`config.mk`:
```
export PLATFORM = sky130hd
export DESIGN_NAME = ebi_core
export DESIGN_NICKNAME = d
export VERILOG_FILES = /design/src/verilog/ebi_pkg.sv /design/src/verilog/ebi_sync3.sv /design/src/verilog/ebi_core.sv
export VERILOG_INCLUDE_DIRS = /design/src /design/src/verilog
export SDC_FILE = /design/constraint.sdc
export NUM_CORES = 1
export LEC_CHECK = 0
export BUFFER_PORTS_ARGS = -buffer_cell sky130_fd_sc_hd__buf_2
export CORE_MARGIN = 3
export CORE_UTILIZATION = 35
export CTS_CLUSTER_DIAMETER = 80
export DETAILED_ROUTE_END_ITERATION = 8
export GPL_TIMING_DRIVEN = 1
export PLACE_DENSITY_LB_ADDON = 0.25
export RECOVER_POWER = 25
export SETUP_SLACK_MARGIN = 0.15
export SLEW_MARGIN = 40
export SYNTH_ARGS = -nofsm -noshare
export SYNTH_HDL_FRONTEND = slang
export SYNTH_SLANG_ARGS = --single-unit
```
`constraint.sdc`:
```
create_clock -name clk_in -period 4 [get_ports clk_in]
set_clock_uncertainty 0.1 [all_clocks]
set_input_delay 1.2 -clock clk_in [delete_from_list [all_inputs] [get_ports clk_in]]
set_output_delay 1.2 -clock clk_in [all_outputs]
set_load 0.01 [all_outputs]
```
`src/verilog/ebi_params.svh`:
```
// Constants of the external bus interface: cycle framing, modes, sizes.
// Assumes inclusion by the package and the design files by bare name.
`ifndef EBI_PARAMS_SVH
`define EBI_PARAMS_SVH

// ==========================================================================
// Cycle framing
// ==========================================================================
`define EBI_STATES_PER_CYCLE   5
`define EBI_STATE_W            3
`define EBI_ALE_STATE          3'h0
`define EBI_ADDR_STATE         3'h1
`define EBI_STROBE_STATE       3'h2
`define EBI_SAMPLE_STATE       3'h3
`define EBI_LAST_STATE         3'h4

// ==========================================================================
// Program modes and sizes
// ==========================================================================
`define EBI_MODE_INTERNAL      2'h0
`define EBI_MODE_MIXED         2'h1
`define EBI_MODE_EXTERNAL      2'h2
`define EBI_ROM_TOP            12'h07FF
`define EBI_RESET_PC           12'h0000
`define EBI_EXP_OP_WRITE       2'h1
`define EBI_EXP_OP_READ        2'h0
`define EBI_EXP_PORT_BASE      3'h4
`define EBI_RAM_DEPTH          128

`endif

```
`src/verilog/ebi_pkg.sv`:
```
// Types shared by the external bus interface files.
// Assumes ebi_params.svh is reachable on the include path.
package ebi_pkg;
`include "ebi_params.svh"

    // ======================================================================
    // Request kinds from the core
    // ======================================================================
    typedef enum logic [2:0] {
        EBI_OP_NONE,
        EBI_OP_FETCH,
        EBI_OP_DREAD,
        EBI_OP_DWRITE,
        EBI_OP_EXP_RD,
        EBI_OP_EXP_WR
    } ebi_op_t;

    // Core request bundle
    typedef struct packed {
        ebi_op_t     op;      // Kind of access
        logic [11:0] addr;    // Program counter or pointer value
        logic [7:0]  wdata;   // Store data or expander nibble
        logic [1:0]  port;    // Expander port 0..3 (numbers 4..7)
    } ebi_req_t;

    // Pin outputs as one bundle
    typedef struct packed {
        logic [7:0] bus_o;    // Data bus lines out
        logic       bus_oe;   // Data bus drive enable
        logic [3:0] p2_o;     // Expander nibble lines out
        logic       p2_oe;    // Expander nibble lines drive enable
        logic       ale;      // Address latch strobe
        logic       fetch_n;  // Program fetch strobe, active low
        logic       rd_n;     // Read strobe, active low
        logic       wr_n;     // Store strobe, active low
        logic       exp_stb;  // Expander strobe
    } ebi_pins_t;
endpackage

```
`src/verilog/ebi_sync3.sv`:
```
// Three-stage synchroniser for one pin input.
// Assumes a single clock; output changes once stages two and three agree.
`timescale 1ns/1ps
module ebi_sync3 (
    input  wire logic clk_in,
    input  wire logic reset_in,
    input  wire logic pin_in,
    output logic      level_out
);
    // ======================================================================
    // Stages
    // ======================================================================
    logic [2:0] stage_q;    // Sync chain, bit 0 is metastable
    logic       level_q;    // Filtered level

    // Shift chain; first stage only feeds the second
    always_ff @(posedge clk_in) begin
        if (reset_in) begin
            stage_q <= 3'h0;
            level_q <= 1'b0;
        end else begin
            stage_q <= {stage_q[1:0], pin_in};
            if (stage_q[1] == stage_q[2]) begin
                level_q <= stage_q[2];
            end
        end
    end

    assign level_out = level_q;
endmodule

```
`src/verilog/ebi_core.sv`:
```
// External bus interface: cycle framing, fetch, data access, expander link,
// program read-out, single step and RAM guard in standby.
// Assumes one 10 MHz clock; pins split into in/out/enable at the boundary.
// Operation
// - Five states per cycle, one cycle per request
// - Clock output only after enable instruction
// - One address latch pulse per cycle
// - Internal, mixed, external program modes
// - Twelve-bit address on bus plus nibble
// - Fetch strobe active during external fetch
// - Bus turns input, fetched byte taken
// - Pointer value out, then eight data bits
// - Read or store strobe, never both
// - Store data valid while strobe low; read sampled
// - Expander uses nibble lines and strobe pulse
// - Expander ports numbered four to seven
// - Two nibbles: opcode/port, then data
// - Read-out address latched on reset rise
// - Single step low stops after one more cycle, high runs freely
// - Reset low blocks all RAM access
// - Bus floats when idle
`timescale 1ns/1ps
module ebi_core #(
    parameter int ROM_TOP = 2047    // Last internal program address
) (
    input  wire logic             clk_in,
    input  wire logic             reset_in,
    // Core side
    input  wire ebi_pkg::ebi_req_t req_in,          // Request for next cycle
    input  wire logic [1:0]       expander_strobe_mode_in,     // Program mode select
    input  wire logic             clk_out_en_in,    // Enable instruction done
    input  wire logic             phase2_in,        // Internal second-phase clock
    output logic                  req_ready_out,    // Request taken this edge
    output logic                  rdata_valid_out,  // Read data valid pulse
    output logic [7:0]            rdata_out,        // Fetched or read byte
    output logic                  ext_fetch_out,    // Current fetch goes outside
    output logic                  stopped_out,      // Held by single step
    // RAM guard
    input  wire logic             ram_we_in,        // Core RAM write wish
    input  wire logic             ram_re_in,        // Core RAM read wish
    output logic                  ram_we_out,       // Gated RAM write
    output logic                  ram_re_out,       // Gated RAM read
    // Pins
    input  wire logic [7:0]       bus_in,           // Data bus lines in
    output logic [7:0]            bus_out,          // Data bus lines out
    output logic                  bus_oe_out,       // Data bus drive enable
    input  wire logic [3:0]       p2_in,            // Expander nibble lines in
    output logic [3:0]            p2_out,           // Expander nibble lines out
    output logic                  p2_oe_out,        // Nibble lines drive enable
    output logic                  ale_out,          // Address latch strobe
    output logic                  fetch_n_out,      // Program fetch strobe
    output logic                  rd_n_out,         // Read strobe
    output logic                  wr_n_out,         // Store strobe
    output logic                  exp_stb_out,      // Expander strobe
    output logic                  clk_pin_out,      // Clock output pin
    input  wire logic             ext_sel_hi_in,    // Access select at high level
    input  wire logic             reset_pin_in,     // Reset pin, high = run
    input  wire logic             step_in,          // Single step pin
    input  wire logic [7:0]       rom_data_in,      // Internal program byte
    output logic [10:0]           rom_addr_out      // Internal program address
);
    import ebi_pkg::*;
`include "ebi_params.svh"

    // ======================================================================
    // State
    // ======================================================================
    typedef enum {
        EBI_ST_RUN,
        EBI_ST_STOP,
        EBI_ST_READOUT
    } ebi_mode_t;

    typedef struct packed {
        logic [2:0]  phase;     // State within machine cycle
        ebi_op_t     op;        // Access in progress
        logic [11:0] addr;      // Latched address
        logic [7:0]  wdata;     // Latched store data
        logic [1:0]  port;      // Expander port
        logic [1:0]  nib;       // Expander nibble step
        logic [7:0]  rdata;     // Captured read data
        logic        rvalid;    // Read data pulse
        logic        clk_en;    // Clock output enabled
        logic        run_mode;  // Unused; reset to zero, never changed
        logic        ro_mode;   // Program read-out active
        logic        rst_pin;   // Previous reset pin level
        logic        step_seen; // Cycle taken while step low
        logic [10:0] ro_addr;   // Read-out address
        ebi_pins_t   pins;      // Registered pin outputs
    } ebi_state_t;

    ebi_state_t s_q;    // Registered state
    ebi_state_t s_d;    // Next state
    logic       rst_s;  // Synced reset pin
    logic       step_s; // Synced single step
    logic       sel_s;  // Synced read-out select
    logic       ext_f;  // Fetch target is outside
    logic       start;  // Cycle boundary

    // ======================================================================
    // Pin synchronisers
    // ======================================================================
    ebi_sync3 u_sync_rst (
        .clk_in    (clk_in),
        .reset_in  (reset_in),
        .pin_in    (reset_pin_in),
        .level_out (rst_s)
    );
    ebi_sync3 u_sync_step (
        .clk_in    (clk_in),
        .reset_in  (reset_in),
        .pin_in    (step_in),
        .level_out (step_s)
    );
    ebi_sync3 u_sync_sel (
        .clk_in    (clk_in),
        .reset_in  (reset_in),
        .pin_in    (ext_sel_hi_in),
        .level_out (sel_s)
    );

    // Mode decision for the fetch address
    always_comb begin
        case (expander_strobe_mode_in)
            `EBI_MODE_EXTERNAL: ext_f = 1'b1;
            `EBI_MODE_MIXED:    ext_f = (req_in.addr > 12'(ROM_TOP));
            default:            ext_f = 1'b0;
        endcase
    end

    // New cycle starts when the last state ends
    assign start = (s_q.phase == `EBI_LAST_STATE);

    // ======================================================================
    // Next-state logic
    // ======================================================================
    always_comb begin
        s_d         = s_q;
        s_d.rvalid  = 1'b0;
        s_d.rst_pin = rst_s;
        s_d.clk_en  = s_q.clk_en | clk_out_en_in;
        // Five states per machine cycle; one request taken per cycle
        s_d.phase   = start ? `EBI_ALE_STATE : s_q.phase + 3'h1;

        // Read-out entry while reset is low; address latch on reset rise
        if (sel_s && !rst_s) begin
            s_d.ro_mode      = 1'b1;
            s_d.pins.bus_oe  = 1'b0;
        end
        if (s_q.ro_mode && rst_s && !s_q.rst_pin) begin
            s_d.ro_addr = {1'b0, p2_in[1:0], bus_in};
        end
        if (!sel_s) begin
            s_d.ro_mode = 1'b0;
        end

        if (s_q.ro_mode) begin
            // Drive addressed byte while reset stays high
            s_d.pins.bus_o  = rom_data_in;
            s_d.pins.bus_oe = rst_s;
            s_d.phase       = `EBI_ALE_STATE;
        end else if (!rst_s) begin
            // Held in reset: float bus, no strobes
            s_d.op          = EBI_OP_NONE;
            s_d.phase       = `EBI_ALE_STATE;
            s_d.pins        = '{bus_o: 8'h00, bus_oe: 1'b0, p2_o: 4'h0, p2_oe: 1'b0,
                                ale: 1'b0, fetch_n: 1'b1, rd_n: 1'b1, wr_n: 1'b1,
                                exp_stb: 1'b0};
            s_d.clk_en      = 1'b0;
        end else begin
            case (s_q.phase)
                `EBI_LAST_STATE: begin
                    // Stop when step is low after one honoured cycle
                    if (!step_s && s_q.step_seen) begin
                        s_d.phase = `EBI_LAST_STATE;
                        s_d.op    = EBI_OP_NONE;
                    end else begin
                        s_d.op       = req_in.op;
                        s_d.addr     = req_in.addr;
                        s_d.wdata    = req_in.wdata;
                        s_d.port     = req_in.port;
                        s_d.step_seen = !step_s;
                        if (req_in.op == EBI_OP_FETCH && !ext_f) begin
                            s_d.op = EBI_OP_NONE;
                        end
                        // Latch strobe high once per cycle
                        s_d.pins.ale = 1'b1;
                        s_d.pins.bus_o = (req_in.op == EBI_OP_FETCH) ?
                                         req_in.addr[7:0] : req_in.wdata;
                        s_d.pins.bus_oe = (req_in.op == EBI_OP_FETCH && ext_f) ||
                                          req_in.op == EBI_OP_DREAD ||
                                          req_in.op == EBI_OP_DWRITE;
                        if (req_in.op == EBI_OP_DREAD || req_in.op == EBI_OP_DWRITE) begin
                            s_d.pins.bus_o = req_in.addr[7:0];
                        end
                        s_d.pins.p2_o  = req_in.addr[11:8];
                        s_d.pins.p2_oe = (req_in.op == EBI_OP_FETCH && ext_f);
                        if (req_in.op == EBI_OP_EXP_RD || req_in.op == EBI_OP_EXP_WR) begin
                            s_d.nib = 2'h0;
                        end
                    end
                end
                `EBI_ALE_STATE: begin
                    // Address still held while latch strobe falls
                    s_d.pins.ale = 1'b0;
                    if (s_q.op == EBI_OP_FETCH) begin
                        s_d.pins.fetch_n = 1'b0;
                    end
                    if (s_q.op == EBI_OP_EXP_RD || s_q.op == EBI_OP_EXP_WR) begin
                        // First nibble: opcode and port 4..7
                        s_d.pins.p2_o  = {(s_q.op == EBI_OP_EXP_WR) ?
                                          `EBI_EXP_OP_WRITE : `EBI_EXP_OP_READ,
                                          s_q.port};
                        s_d.pins.p2_oe = 1'b1;
                        s_d.pins.exp_stb = 1'b1;
                    end
                end
                `EBI_ADDR_STATE: begin
                    // Bus turnaround after latch edge has passed
                    if (s_q.op == EBI_OP_FETCH || s_q.op == EBI_OP_DREAD) begin
                        s_d.pins.bus_oe = 1'b0;
                    end
                    if (s_q.op == EBI_OP_DWRITE) begin
                        s_d.pins.bus_o = s_q.wdata;
                        s_d.pins.wr_n  = 1'b0;
                    end
                    if (s_q.op == EBI_OP_DREAD) begin
                        s_d.pins.rd_n = 1'b0;
                    end
                    if (s_q.op == EBI_OP_EXP_RD || s_q.op == EBI_OP_EXP_WR) begin
                        // Falling strobe ends opcode nibble; second is data
                        s_d.pins.exp_stb = 1'b0;
                        s_d.pins.p2_o  = s_q.wdata[3:0];
                        s_d.pins.p2_oe = (s_q.op == EBI_OP_EXP_WR);
                    end
                end
                `EBI_STROBE_STATE: begin
                    if (s_q.op == EBI_OP_EXP_RD || s_q.op == EBI_OP_EXP_WR) begin
                        s_d.pins.exp_stb = 1'b0;
                    end
                end
                `EBI_SAMPLE_STATE: begin
                    // Data sampled at trailing edge of the read strobes
                    if (s_q.op == EBI_OP_FETCH || s_q.op == EBI_OP_DREAD) begin
                        s_d.rdata  = bus_in;
                        s_d.rvalid = 1'b1;
                    end
                    if (s_q.op == EBI_OP_EXP_RD) begin
                        s_d.rdata  = {4'h0, p2_in};
                        s_d.rvalid = 1'b1;
                    end
                    // Store data released on the same edge as the strobe rise
                    s_d.pins.fetch_n = 1'b1;
                    s_d.pins.rd_n    = 1'b1;
                    s_d.pins.wr_n    = 1'b1;
                    s_d.pins.exp_stb = 1'b0;
                end
                default: begin
                    s_d.phase = `EBI_ALE_STATE;
                end
            endcase
            // Release nibble lines on the same edge as the strobes rise
            if (s_q.phase == `EBI_SAMPLE_STATE) begin
                s_d.pins.p2_oe = 1'b0;
            end
            if (s_q.phase == `EBI_SAMPLE_STATE && s_q.op == EBI_OP_DWRITE) begin
                s_d.pins.bus_oe = 1'b1;
            end
            if (s_q.phase == `EBI_LAST_STATE - 3'h0 && s_q.op != EBI_OP_NONE &&
                s_q.pins.wr_n && s_q.pins.rd_n && s_q.pins.fetch_n) begin
                s_d.pins.bus_oe = s_d.pins.bus_oe;
            end
        end
        // Float the bus at the end of the sample state, store cycles included
        if (!s_q.ro_mode && s_q.phase == `EBI_SAMPLE_STATE) begin
            s_d.pins.bus_oe = 1'b0;
        end
    end

    // ======================================================================
    // State register
    // ======================================================================
    always_ff @(posedge clk_in) begin
        if (reset_in) begin
            s_q <= '{phase: `EBI_LAST_STATE, op: EBI_OP_NONE, addr: `EBI_RESET_PC,
                     wdata: 8'h00, port: 2'h0, nib: 2'h0, rdata: 8'h00,
                     rvalid: 1'b0, clk_en: 1'b0, run_mode: 1'b0, ro_mode: 1'b0,
                     rst_pin: 1'b0, step_seen: 1'b0, ro_addr: 11'h000,
                     pins: '{bus_o: 8'h00, bus_oe: 1'b0, p2_o: 4'h0, p2_oe: 1'b0,
                             ale: 1'b0, fetch_n: 1'b1, rd_n: 1'b1, wr_n: 1'b1,
                             exp_stb: 1'b0}};
        end else begin
            s_q <= s_d;
        end
    end

    // ======================================================================
    // Outputs
    // ======================================================================
    assign req_ready_out   = start && rst_s && !s_q.ro_mode &&
                             !(!step_s && s_q.step_seen);
    assign rdata_valid_out = s_q.rvalid;
    assign rdata_out       = s_q.rdata;
    assign ext_fetch_out   = ext_f;
    assign stopped_out     = start && !step_s && s_q.step_seen;
    // Fetch strobe only in fetch cycles, data strobes only in data cycles
    assign fetch_n_out     = s_q.pins.fetch_n;
    assign rd_n_out        = s_q.pins.rd_n;
    assign wr_n_out        = s_q.pins.wr_n;
    assign bus_out         = s_q.pins.bus_o;
    assign bus_oe_out      = s_q.pins.bus_oe;
    assign p2_out          = s_q.pins.p2_o;
    assign p2_oe_out       = s_q.pins.p2_oe;
    assign ale_out         = s_q.pins.ale;
    assign exp_stb_out     = s_q.pins.exp_stb;
    // Gated clock out; glitch hazard accepted, enable can change in any state
    assign clk_pin_out     = s_q.clk_en & phase2_in;
    assign rom_addr_out    = s_q.ro_mode ? s_q.ro_addr : s_q.addr[10:0];
    // RAM blocked while reset pin is low
    assign ram_we_out      = ram_we_in & rst_s;
    assign ram_re_out      = ram_re_in & rst_s;
endmodule

```
=== Word-level counts from Yosys, hierarchy flattened ===
Index checks and enable logic that the tools add are counted.

* Bits in registers: 82
* Bits of input ports: 56
* Output and inout bits: 45
* Logic and storage cells: 158

* $add $sub $neg: 1
* Order comparisons: 1
* Eq/ne operators: 36
* Multiplexer cells: 40
* Bitwise operators: 9
* Reductions and logical operators: 43

{| class="wikitable"
|+ Operator list
! kind !! number
|-
| $mux 15 || 2
|-
| $ne 4x4->1 const B || 7
|-
| $mux 27 || 1
|-
| $mux 9 || 3
|-
| $ne 3x3->1 const B || 9
|-
| $mux 24 || 1
|-
| $mux 8 || 3
|-
| $mux 19 || 1
|-
| $eq 3x2->1 const B || 6
|-
| $pmux 9 s2 || 1
|-
| $mux 3 || 5
|-
| $pmux 5 s3 || 1
|-
| $reduce_and 3->1 || 5
|-
| $logic_and 1x1->1 || 13
|-
| $gt 12x11->1 const B || 1
|-
| $mux 1 || 12
|-
| $reduce_and 4->1 || 3
|-
| $mux 11 || 1
|-
| $mux 5 || 2
|-
| $ne 5x5->1 const B || 2
|-
| $reduce_and 5->1 || 2
|-
| $eq 3x1->1 const B || 3
|-
| $eq 3x3->1 const B || 3
|-
| $reduce_or 4->1 || 2
|-
| other kinds (20) || 41
|}

=== Logic depth before layout (Yosys ltp) ===
Gate-level depths: netlist (run 1).

* Depth in word-level cells: 11
* Gate-level depth with buffers: 10
* Depth with buffers taken out: 7

=== Cells and area by module ===
A second synthesis (run 1) with hierarchy kept.

* Cells, all modules: 443
* Area total of the unflattened synthesis: 3,818.7 µm²

{| class="wikitable"
|+ By module, submodules not included
! module !! instances !! cells an instance !! area an instance (µm²) !! seq. area each (µm²)
|-
| ebi_core || 1 || 413 || 3,480.8 || 1,381.3
|-
| ebi_sync3 || 3 || 10 || 112.6 || 80.1
|}

=== Worst setup path before layout (run 1) ===
No wires, ideal clock.

* Path kind: in2out
* Start point: input port expander_strobe_mode_in[0]
* End point: output port ext_fetch_out
* Arrival time: 1,756 ps
* Data required time: 2,700 ps
* Path slack: 944 ps
* Cell stages on the path: 3
* Cell sequence: inv_1 ha_1 nor2_1

* Longest elaborated chain between the ends: 2
* Elaborated cells between the ends (all ways): 3
* Classes of those cells: eq/ne (2); mux (1)

{| class="wikitable"
|+ RTL lines
! item !! line !! text
|-
| start, declared || ebi_core.sv:30 || <nowiki>input wire logic [1:0] expander_strobe_mode_in,</nowiki>
|-
| $eq 2x1->1 or $eq 2x2->1 (tied branches) || ebi_core.sv:124 || <nowiki>case (expander_strobe_mode_in)</nowiki>
|-
| $pmux 1 s2 * || ebi_core.sv:124 ||
|-
| end, declared || ebi_core.sv:36 || <nowiki>output logic ext_fetch_out,</nowiki>
|}

Every way passes the cells marked *; elsewhere a longest branch is shown, timed or not.

=== Worst setup path in the final report (run 1) ===
* Start point: register s_q[71] (netlist name)
* End point: output port req_ready_out

* Longest elaborated chain between the ends: 4

{| class="wikitable"
|+ RTL lines
! item !! line !! text
|-
| start, declared || ebi_core.sv:92 || <nowiki>ebi_state_t s_q;</nowiki>
|-
| start signal, assigned || ebi_core.sv:285 || <nowiki>s_q <= '{phase: `EBI_LAST_STATE, op: EBI_OP_NONE, addr: `EBI_RESET_PC,</nowiki>
|-
| $eq 3x3->1 || n/a ||
|-
| $logic_and 1x1->1 (3 in a row) || ebi_core.sv:300 || <nowiki>assign req_ready_out = start && rst_s && !s_q.ro_mode &&</nowiki>
|-
| end, declared || ebi_core.sv:33 || <nowiki>output logic req_ready_out,</nowiki>
|}

No other way between the ends.

==> flow_summary.yaml, run 1 <==
power:
  total_power_uw: 1730
  p_leak_uw: 0.00198
  peakVddDrop_uv: 217
  p_per_area_nw_per_um2: 367
setup_path:
  cp_max_fo: 35
  crit_type: "reg -> out"
  slowest_delay_ns: 0.45
  crit_required_ns: 2.70
  slowest_stage: "or3_1"
  crit_arrival_ns: 2.23
  end_kind: "output port"
  startpoint_type: "flip-flop"
  path_cells: "inv_1, ha_1, nand2_1, or3_1, clkinv_8, buf_2"
detailed_routing:
  detail_route.wl_per_cell_um: 16.6
  vias_per_cell: 5.30
  drc_errors: 0
  dr.pass1.iters: 5
  antenna_left: 0
  drt-initial-drc-count: 254
  vias: 3433
  routed_wl_um: 10700
clocking:
  cts_hold_buf: 0
  cts_buffers: 9
  postCtsSetupBuffers: 0
  cts-root-buf: "clkbuf_16"
  ctsHtreeMaxLevel: 3
  path_clk_slew_ns: 0.06
  clock_latency_ns: 0.34
  clockBufferDepth: 2
  cts_resized: 0
  cts_tree: "yes"
  clock_sinks: 81
floorplan:
  die_h_um: 113
  start_util_pct: 36.5
  io_pins: 101
  coreArea_sq_um: 11000
  die_w_um: 113
  num_rows: 38
  die_area_sq_um: 12800
hold_path:
  min-delay-path-class: "reg -> reg"
synth:
  synth_cell_types: 65
  synthMuxAreaShare_pct: 7.77
  synth_seq_cells: 81
  synth_nets: 498
  ys.flop_type: "dfxtp_1"
  synth-compound-area-share_pct: 20.3
  synth_top_family_by_area: "compound AO/OA/AOI/OAI gates"
  syn_area_sq_um: 4030
  synthSimpleGateAreaFrac_pct: 19.9
  synth_top_cell_by_area: "dfxtp_1"
  synth_area_leaders: "dfxtp_1 40%, mux2_2 5.0%, a21oi_2 4.1%, buf_4 3.9%, nor2_1 3.5%"
  syn_inst: 434
  synth_top_area_share_pct: 40.3
  synth-edff-count: 0
  yosysWarnings: 0
  synth_xor_area_share_pct: 0.218
  postSynthAreaPerCell_sq_um: 9.27
  async_flop_share_pct: 0
  synthAdderAreaFrac_pct: 2.49
  yosysSeqAreaShare_pct: 40.3
placement:
  dp_hpwl_um: 7750
  port_buffers: 100
  gp_congestion: 0.877
  place_area_sq_um: 4430
layout:
  final_common_cell: "buf_2"
  postLayoutCoreUtil_pct: 42.7
  final_cell_area_sq_um: 4710
  drive_above_1_share_pct: 36.4
  diodes: 0
  final_nets: 567
  layout_common_cells: "99 x buf_2, 81 x dfxtp_1, 38 x nor2_1, 36 x nand2_1"
  area_growth_pct: 16.9
sta:
  setup_viol: 0
  setup-tns-final_ns: 0
  whs_ns: 0.339
  relSlewSlack_pct: -5.65
  layout_min_cycle_time_ns: 3.53
  fmax_mhz: 283
  hold_viol: 0
  fin_crit_sh_pct: 88.3
  rsz0062_at_grt: "no"
  slew_viol_final: 66
  worst_pin_slew_ns: 1.58
global_route:
  antenna_found_initial: 0
  grt-ovfl-total: 0
  grt_pass1_vias: 3338
  grt_first_pass_wirelength_um: 17200
  gr-usage-all-layers_pct: 16.8
  grt_max_degree: 66
status:
  violations: "max-capacitance violations, max-slew violations"
  status: "finished with violations"
flow_run:
  maxCapViolCount: 1
==> final cells by class <==
| class | instances | area [sq um] |
|---|---|---|
| clock buffer | 10 | 229 |
| clock inverter | 6 | 67.6 |
| fill | 1107 | 6320 |
| inverter | 8 | 42.5 |
| multi-input combinational | 298 | 2040 |
| sequential | 81 | 1620 |
| tap | 140 | 175 |
| timing repair buffer | 105 | 534 |
==> stage by stage <==
stage,instances,worst slack (ns)
2_1_floorplan,434,0.944
3_3_place_gp,632,0.741
6_report,648,0.468
4_1_cts,648,0.470
5_1_grt,648,0.321
3_5_place_dp,632,0.686
==> metal layers <==
layer	track usage, %	part of all wire, %
met1	22.1	46
met2	27.1	47
met4	5.37	1.2
met5	0	0
met3	4.39	6.0
==> synthesized netlist by cell type, drive strengths merged (5+ instances only) <==
master	number
a222oi	7
a221oi	5
dfxtp	81
nand4	5
buf	32
a22oi	6
nand2b	10
nor2b	16
o21ai	11
inv	7
mux2i	11
nor2	39
ha	8
clkbuf	15
nor3	6
nand2	55
a21oi	37
mux2	18
a211oi	10
==> critical path, delay by kind of cell (launching register included) <==
kind | cells | cell delay, ns
buffers and inverters | 3 | 0.51
DFF | 1 | 0.35
and+or+nand+nor | 2 | 0.60
adders and majority gates | 1 | 0.42
==> sequential cells by signal, indices dropped and copies added, names as in the netlist, 3 cells and up <==
signal and cells:
bus_out 8, p2_out 4, rdata_out 8, s_q 41, u_sync_rst.stage_q 3, u_sync_sel.stage_q 3, u_sync_step.stage_q 3
==> power by group <==
part / internal [uW] / leakage [uW] / switching (uW) / total [uW]
Clock: 486 / 0.000139 / 335 / 820
Sequential: 812 / 0.000654 / 3.74 / 815
Combinational: 37.6 / 0.00119 / 52.0 / 89.7
Total: 1330 / 0.00198 / 391 / 1730
==> cells by family after synthesis <==
kind of cell | Yosys count
compound gates | 106
flops | 81
xor+xnor | 1
simple gates | 154
mux | 29
buf+inv | 55
fa+ha+maj | 8
==> path summary, 6_finish.rpt <==
kind / startpoint / endpoint / slack [ns] / cells past startpoint
hold / removal: u_sync_sel.stage_q[0]$_SDFF_PP0_ / u_sync_sel.stage_q[1]$_SDFF_PP0_ / 0.34 / 1
hold reg to reg: u_sync_sel.stage_q[0]$_SDFF_PP0_ / u_sync_sel.stage_q[1]$_SDFF_PP0_ / 0.34 / 1
setup / recovery: s_q[71]$_SDFF_PP0_ / req_ready_out / 0.47 / 6
setup reg to reg: s_q[71]$_SDFF_PP0_ / bus_out[7]$_SDFFE_PP0P_ / 1.67 / 7
No activity file was read; power rests on OpenSTA's default activity.
==> inputs of run 2 (changes only) <==
--- a/config.mk
+++ b/config.mk
@@ -9,6 +9,7 @@
 export BUFFER_PORTS_ARGS = -buffer_cell sky130_fd_sc_hd__buf_2
 export CORE_MARGIN = 3
 export CORE_UTILIZATION = 35
+export CTS_BUF_LIST = sky130_fd_sc_hd__clkbuf_4 sky130_fd_sc_hd__clkbuf_8
 export CTS_CLUSTER_DIAMETER = 80
 export DETAILED_ROUTE_END_ITERATION = 8
 export GPL_TIMING_DRIVEN = 1
==> constraint.sdc (replaced) <==
create_clock -name clk_in -period 4.45 [get_ports clk_in]
set_clock_uncertainty 0.1 [all_clocks]
set_input_delay 0.89 -clock clk_in [delete_from_list [all_inputs] [get_ports clk_in]]
set_output_delay 0.89 -clock clk_in [all_outputs]
set_load 0.01 [all_outputs]
==> run 2 against run 1 <==
  * The run still ends with max-capacitance violations, max-slew violations left
  * Cell count did not move
  * Global-route usage fell by 0.12 points
  * Die area is the same
  * Routed wire length is 0.45% lower
  * Largest cell class unchanged
  * Largest power group is now registers
==> flow_summary.yaml, run 2 (synthesis results as in run 1) <==
status:
  status: "finished with violations"
  violations: "max-capacitance violations, max-slew violations"
clocking:
  cts-root-buf: "clkbuf_8"
  clock_sinks: 81
  cts_buffers: 9
  clock_latency_ns: 0.35
  postCtsSetupBuffers: 0
  cts_tree: "yes"
  cts_hold_buf: 0
  path_clk_slew_ns: 0.08
  clockBufferDepth: 2
  cts_resized: 0
  ctsHtreeMaxLevel: 3
global_route:
  grt_pass1_vias: 3364
  antenna_found_initial: 1
  grt_first_pass_wirelength_um: 17100
  grt_max_degree: 43
  gr-usage-all-layers_pct: 16.7
  grt-ovfl-total: 0
setup_path:
  rrSetupSlack_ns: 1.81
  crit_required_ns: 3.46
  startpoint_type: "flip-flop"
  crit_start: "s_q[71]$_SDFF_PP0_"
  rr_endpoint: "bus_out[7]$_SDFFE_PP0P_"
  reg2reg_depth: 7
  slowest_delay_ns: 0.70
  crit_type: "reg -> out"
  end_kind: "output port"
  crit_arrival_ns: 2.58
  path_cells: "inv_1, ha_1, nand2_1, or3_2, clkinv_8, buf_2"
  timing.rr.start: "s_q[71]$_SDFF_PP0_"
  cp_max_fo: 35
  slowest_stage: "or3_2"
floorplan:
  start_util_pct: 36.5
  coreArea_sq_um: 11000
  die_w_um: 113
  die_h_um: 113
  die_area_sq_um: 12800
  num_rows: 38
  io_pins: 101
hold_path:
  min_from: "u_sync_rst.stage_q[0]$_SDFF_PP0_"
  hold_depth: 1
  min-delay-path-class: "reg -> reg"
  hold_end: "u_sync_rst.stage_q[1]$_SDFF_PP0_"
layout:
  top_register: "s_q"
  postLayoutCoreUtil_pct: 42.0
  largest_reg_flops: 41
  drive_above_1_share_pct: 33.7
  area_growth_pct: 15.1
  final_common_cell: "buf_2"
  fillers: 1154
  final_nets: 566
  layout_common_cells: "84 x buf_2, 81 x dfxtp_1, 38 x nor2_1, 36 x nand2_1"
sta:
  relSlewSlack_pct: -48.6
  rsz0062_at_grt: "no"
  fmax_mhz: 280
  worst_pin_slew_ns: 2.23
  slew_viol_final: 42
  hold_viol: 0
  setup_viol: 0
  layout_min_cycle_time_ns: 3.57
  setup-tns-final_ns: 0
  fin_crit_sh_pct: 80.1
flow_run:
  maxCapViolCount: 1
power:
  p_leak_uw: 0.00189
  peakVddDrop_uv: 178
  p_per_area_nw_per_um2: 308
detailed_routing:
  vias_per_cell: 5.28
  drt-initial-drc-count: 266
  antenna_left: 0
  routed_wl_um: 10700
  detail_route.wl_per_cell_um: 16.5
  drc_errors: 0
  dr.pass1.iters: 7
  vias: 3424
placement:
  gp_congestion: 0.900
  port_buffers: 100
  dp_hpwl_um: 7780
==> run 2: changes by cell type in the layout (fill, tap and decap cells not counted), sizes merged <==
cell      delta
buf         -15
inv          -1
clkinv       -1
clkinvlp     -1
diode        +1
bufinv       +1
clkbuf      +16
==> run 2: metal layers <==
metal | track usage [%] | vias up | share of wire [%]
met5 | 0 | - | 0
met4 | 6.49 | 0 | 2.1
met3 | 3.85 | 17 | 6.4
met2 | 26.4 | 114 | 47
met1 | 22.2 | 1627 | 45
li1 | - | 1666 | -
==> run 2: report_power, final <==
group | internal (uW) | leakage (uW) | switching (uW)
sequential | 728 | 0.000654 | 3.44
combinational | 35.6 | 0.00112 | 47.5
clock | 345 | 0.000114 | 267
total | 1110 | 0.00189 | 318
==> run 2: final cells by class <==
class	count	area (sq um)	share of cell area, %
inverters	8	42.5	0.918
multi-input cells	298	2040	44.0
diodes	1	2.50	0.0540
flip-flops and latches	81	1620	35.0
clock inverters	4	76.3	1.65
clock buffers	12	153	3.30
well taps	140	175	3.78
repair buffers	104	523	11.3
==> run 2: worst max-delay path by stage <==
stage                    end  slack (ns)  cells past startpoint
5_1_grt        req_ready_out        0.72                      6
2_1_floorplan  ext_fetch_out        2.01                      3
3_5_place_dp   req_ready_out        1.31                      6
4_1_cts        req_ready_out        0.89                      6
3_3_place_gp   req_ready_out        1.21                      6
6_report       req_ready_out        0.88                      6
==> run 2: worst max-delay path: cells and delay by family, from the launching register on <==
kind                     cells  cell delay (ns)
adder cells (fa/ha/maj)      1             0.40
buffers and inverters        3             0.57
AND/OR/NAND/NOR              2             0.87
flip-flops                   1             0.37
==> run 2: per-stage QoR <==
stage	worst slack, ns	hold slack, ns	total power (uW)	cell area, sq um	std cells
after floorplan	2.01	0.314	786	4030	434
after detailed placement	1.31	0.320	831	4420	631
after CTS	0.887	0.340	1450	4650	647
after global routing	0.719	0.358	1480	4630	648
after global placement	1.21	0.320	830	4420	631
final	0.884	0.341	1430	4630	648
==> inputs of run 3 (changes only) <==
--- a/config.mk
+++ b/config.mk
@@ -6,6 +6,7 @@
 export SDC_FILE = /design/constraint.sdc
 export NUM_CORES = 1
 export LEC_CHECK = 0
+export ABC_AREA = 1
 export BUFFER_PORTS_ARGS = -buffer_cell sky130_fd_sc_hd__buf_2
 export CORE_MARGIN = 3
 export CORE_UTILIZATION = 35
==> constraint.sdc (replaced) <==
create_clock -name clk_in -period 3.27 [get_ports clk_in]
set_clock_uncertainty 0.1 [all_clocks]
set_input_delay 0.654 -clock clk_in [delete_from_list [all_inputs] [get_ports clk_in]]
set_output_delay 0.654 -clock clk_in [all_outputs]
set_load 0.01 [all_outputs]
==> run 3 against run 2 <==
  * Area after synthesis rose by 3.4%
  * Setup slack got worse by 0.26 ns
  * Sequential cell count did not move
  * The run now ends clean
  * Synthesized cell count rose by 47%
  * Total power rose by 36%
  * Utilization fell by 0.14 points
  * Cell count rose by 33%
  * Via count rose by 21%
  * Final area rose by 4.1%
==> flow_summary.yaml, run 3 <==
layout:
  diodes: 0
  multiInputGateArea_sq_um: 1920
  final_nets: 777
  fillers: 1270
  largest_reg_flops: 41
  drive_above_1_share_pct: 17.0
  area_growth_pct: 15.8
  layout_common_cells: "182 x nand2_1, 88 x inv_1, 84 x buf_2, 81 x dfxtp_1, 77 x nor2_1"
  ff_latch_area_sq_um: 1620
  top_register: "s_q"
  final_common_cell: "nand2_1"
clocking:
  clock_sinks: 81
  clock_latency_ns: 0.36
  cts_buffers: 9
  postCtsSetupBuffers: 0
  cts_hold_buf: 0
  path_clk_slew_ns: 0.08
  cts_tree: "yes"
  clockBufferDepth: 2
  cts-root-buf: "clkbuf_8"
  cts_resized: 0
  ctsHtreeMaxLevel: 3
floorplan:
  num_rows: 39
  start_util_pct: 36.1
  die_w_um: 115
  io_pins: 101
  die_h_um: 115
  die_area_sq_um: 13200
  coreArea_sq_um: 11500
global_route:
  grt_use_met2_pct: 29.3
  gr-usage-all-layers_pct: 18.0
  use_met1_pct: 23.0
  grt_max_degree: 45
  grt-ovfl-total: 0
  grt_first_pass_wirelength_um: 18800
  use_met3_pct: 3.79
  busiest_layer: "met2"
  grt_pass1_vias: 3924
  antenna_found_initial: 0
setup_path:
  cp_max_fo: 10
  reg2reg_depth: 10
  timing.rr.start: "s_q[71]$_SDFF_PP0_"
  end_kind: "output port"
  crit_start: "s_q[71]$_SDFF_PP0_"
  crit_type: "reg -> out"
  startpoint_type: "flip-flop"
  rrSetupSlack_ns: 0.91
  rr_endpoint: "s_q[66]$_SDFFE_PP0P_"
  crit_arrival_ns: 1.90
  crit_required_ns: 2.52
detailed_routing:
  drt-initial-drc-count: 240
  vias: 4134
  vias_per_cell: 4.80
  routed_wl_um: 11700
  dr.pass1.iters: 5
  antenna_left: 0
  detail_route.wl_per_cell_um: 13.6
  drc_errors: 0
flow_run:
  maxCapViolCount: 0
sta:
  rsz0062_at_grt: "no"
  setup_viol: 0
  layout_min_cycle_time_ns: 2.65
  whs_ns: 0.303
  relSlewSlack_pct: 10.6
  fin_crit_sh_pct: 81.0
  fmax_mhz: 377
  hold_viol: 0
  slew_viol_final: 0
  setup-tns-final_ns: 0
  worst_pin_slew_ns: 1.34
synth:
  async_flop_share_pct: 0
  synth-edff-count: 0
  yosysSeqAreaShare_pct: 39.0
  yosysWarnings: 0
  syn_area_sq_um: 4160
  synth_cell_types: 33
  syn_inst: 637
  synth_top_area_share_pct: 39.0
  ys.flop_type: "dfxtp_1"
  synth_area_leaders: "dfxtp_1 39%, nand2_1 16%, inv_1 7.9%, nor2_1 6.9%, a21oi_1 6.4%"
  yosysMostFrequentCell: "nand2_1"
  postSynthAreaPerCell_sq_um: 6.53
  synth_seq_cells: 81
  synth_nets: 701
  synth_top_cells_by_count: "182 x nand2_1, 88 x inv_1, 81 x dfxtp_1"
  synth_top_cell_by_area: "dfxtp_1"
power:
  p_per_area_nw_per_um2: 404
  peakVddDrop_uv: 195
  p_leak_uw: 0.00247
hold_path:
  min_from: "u_sync_step.stage_q[0]$_SDFF_PP0_"
  min-delay-path-class: "reg -> reg"
  hold_depth: 2
  hold_end: "u_sync_step.stage_q[1]$_SDFF_PP0_"
placement:
  gp_congestion: 0.868
  dp_hpwl_um: 8970
  port_buffers: 100
status:
  status: "finished, final reports clean"
==> run 3: final cells by class <==
class	count	share of cell area, %
inverters	94	7.42
repair buffers	107	10.8
flip-flops and latches	81	33.6
well taps	143	3.71
multi-input cells	420	39.7
clock inverters	5	1.64
clock buffers	11	3.01
==> run 3: worst max-delay path by stage <==
stage	slack, ns	depth (start not counted)	endpoint
final	0.62	7	req_ready_out
after global routing	0.45	7	req_ready_out
after CTS	0.59	7	req_ready_out
after detailed placement	0.94	10	s_q[66]$_SDFFE_PP0P_
after global placement	1.02	5	ext_fetch_out
after floorplan	1.09	7	req_ready_out
==> run 3: worst max-delay path: stages (launching register included) <==
cell     delay, ns
dfxtp_1       0.35
inv_1         0.13
ha_1          0.24
nand2_2       0.15
a21oi_4       0.33
inv_4         0.09
nor2_8        0.09
buf_2         0.15
==> run 3: logic make-up (layout without fill, tap and decap cells) <==
family / count (synthesis) / count (layout) / share of synthesized area (%)
buf+inv: 136 / 217 / 15.0
simple gates: 305 / 305 / 29.9
flops: 81 / 81 / 39.0
compound gates: 107 / 107 / 13.7
fa+ha+maj: 8 / 8 / 2.40
==> run 3: metal layers <==
metal	vias to the layer above	wire length, um
met5	-	0
met4	0	333
met3	25	697
met2	128	5350
met1	1877	5370
li1	2104	-
==> run 3: stage by stage <==
stage          cells  util [%]  setup WS (ns)  total power [uW]  area, sq um
2_1_floorplan    637         -           1.09              1090         4160
3_3_place_gp     845      40.2           1.02              1150         4630
3_5_place_dp     845      40.2          0.938              1150         4630
4_1_cts          861      42.1          0.593              1980         4850
5_1_grt          861      41.9          0.449              2030         4820
6_report         861      41.9          0.621              1950         4820
==> run 3: where the power goes <==
part	switching [uW]	total (uW)	internal, uW
Clock	364	823	458
Combinational	82.4	130	48.1
Sequential	3.21	995	992
Total	450	1950	1500
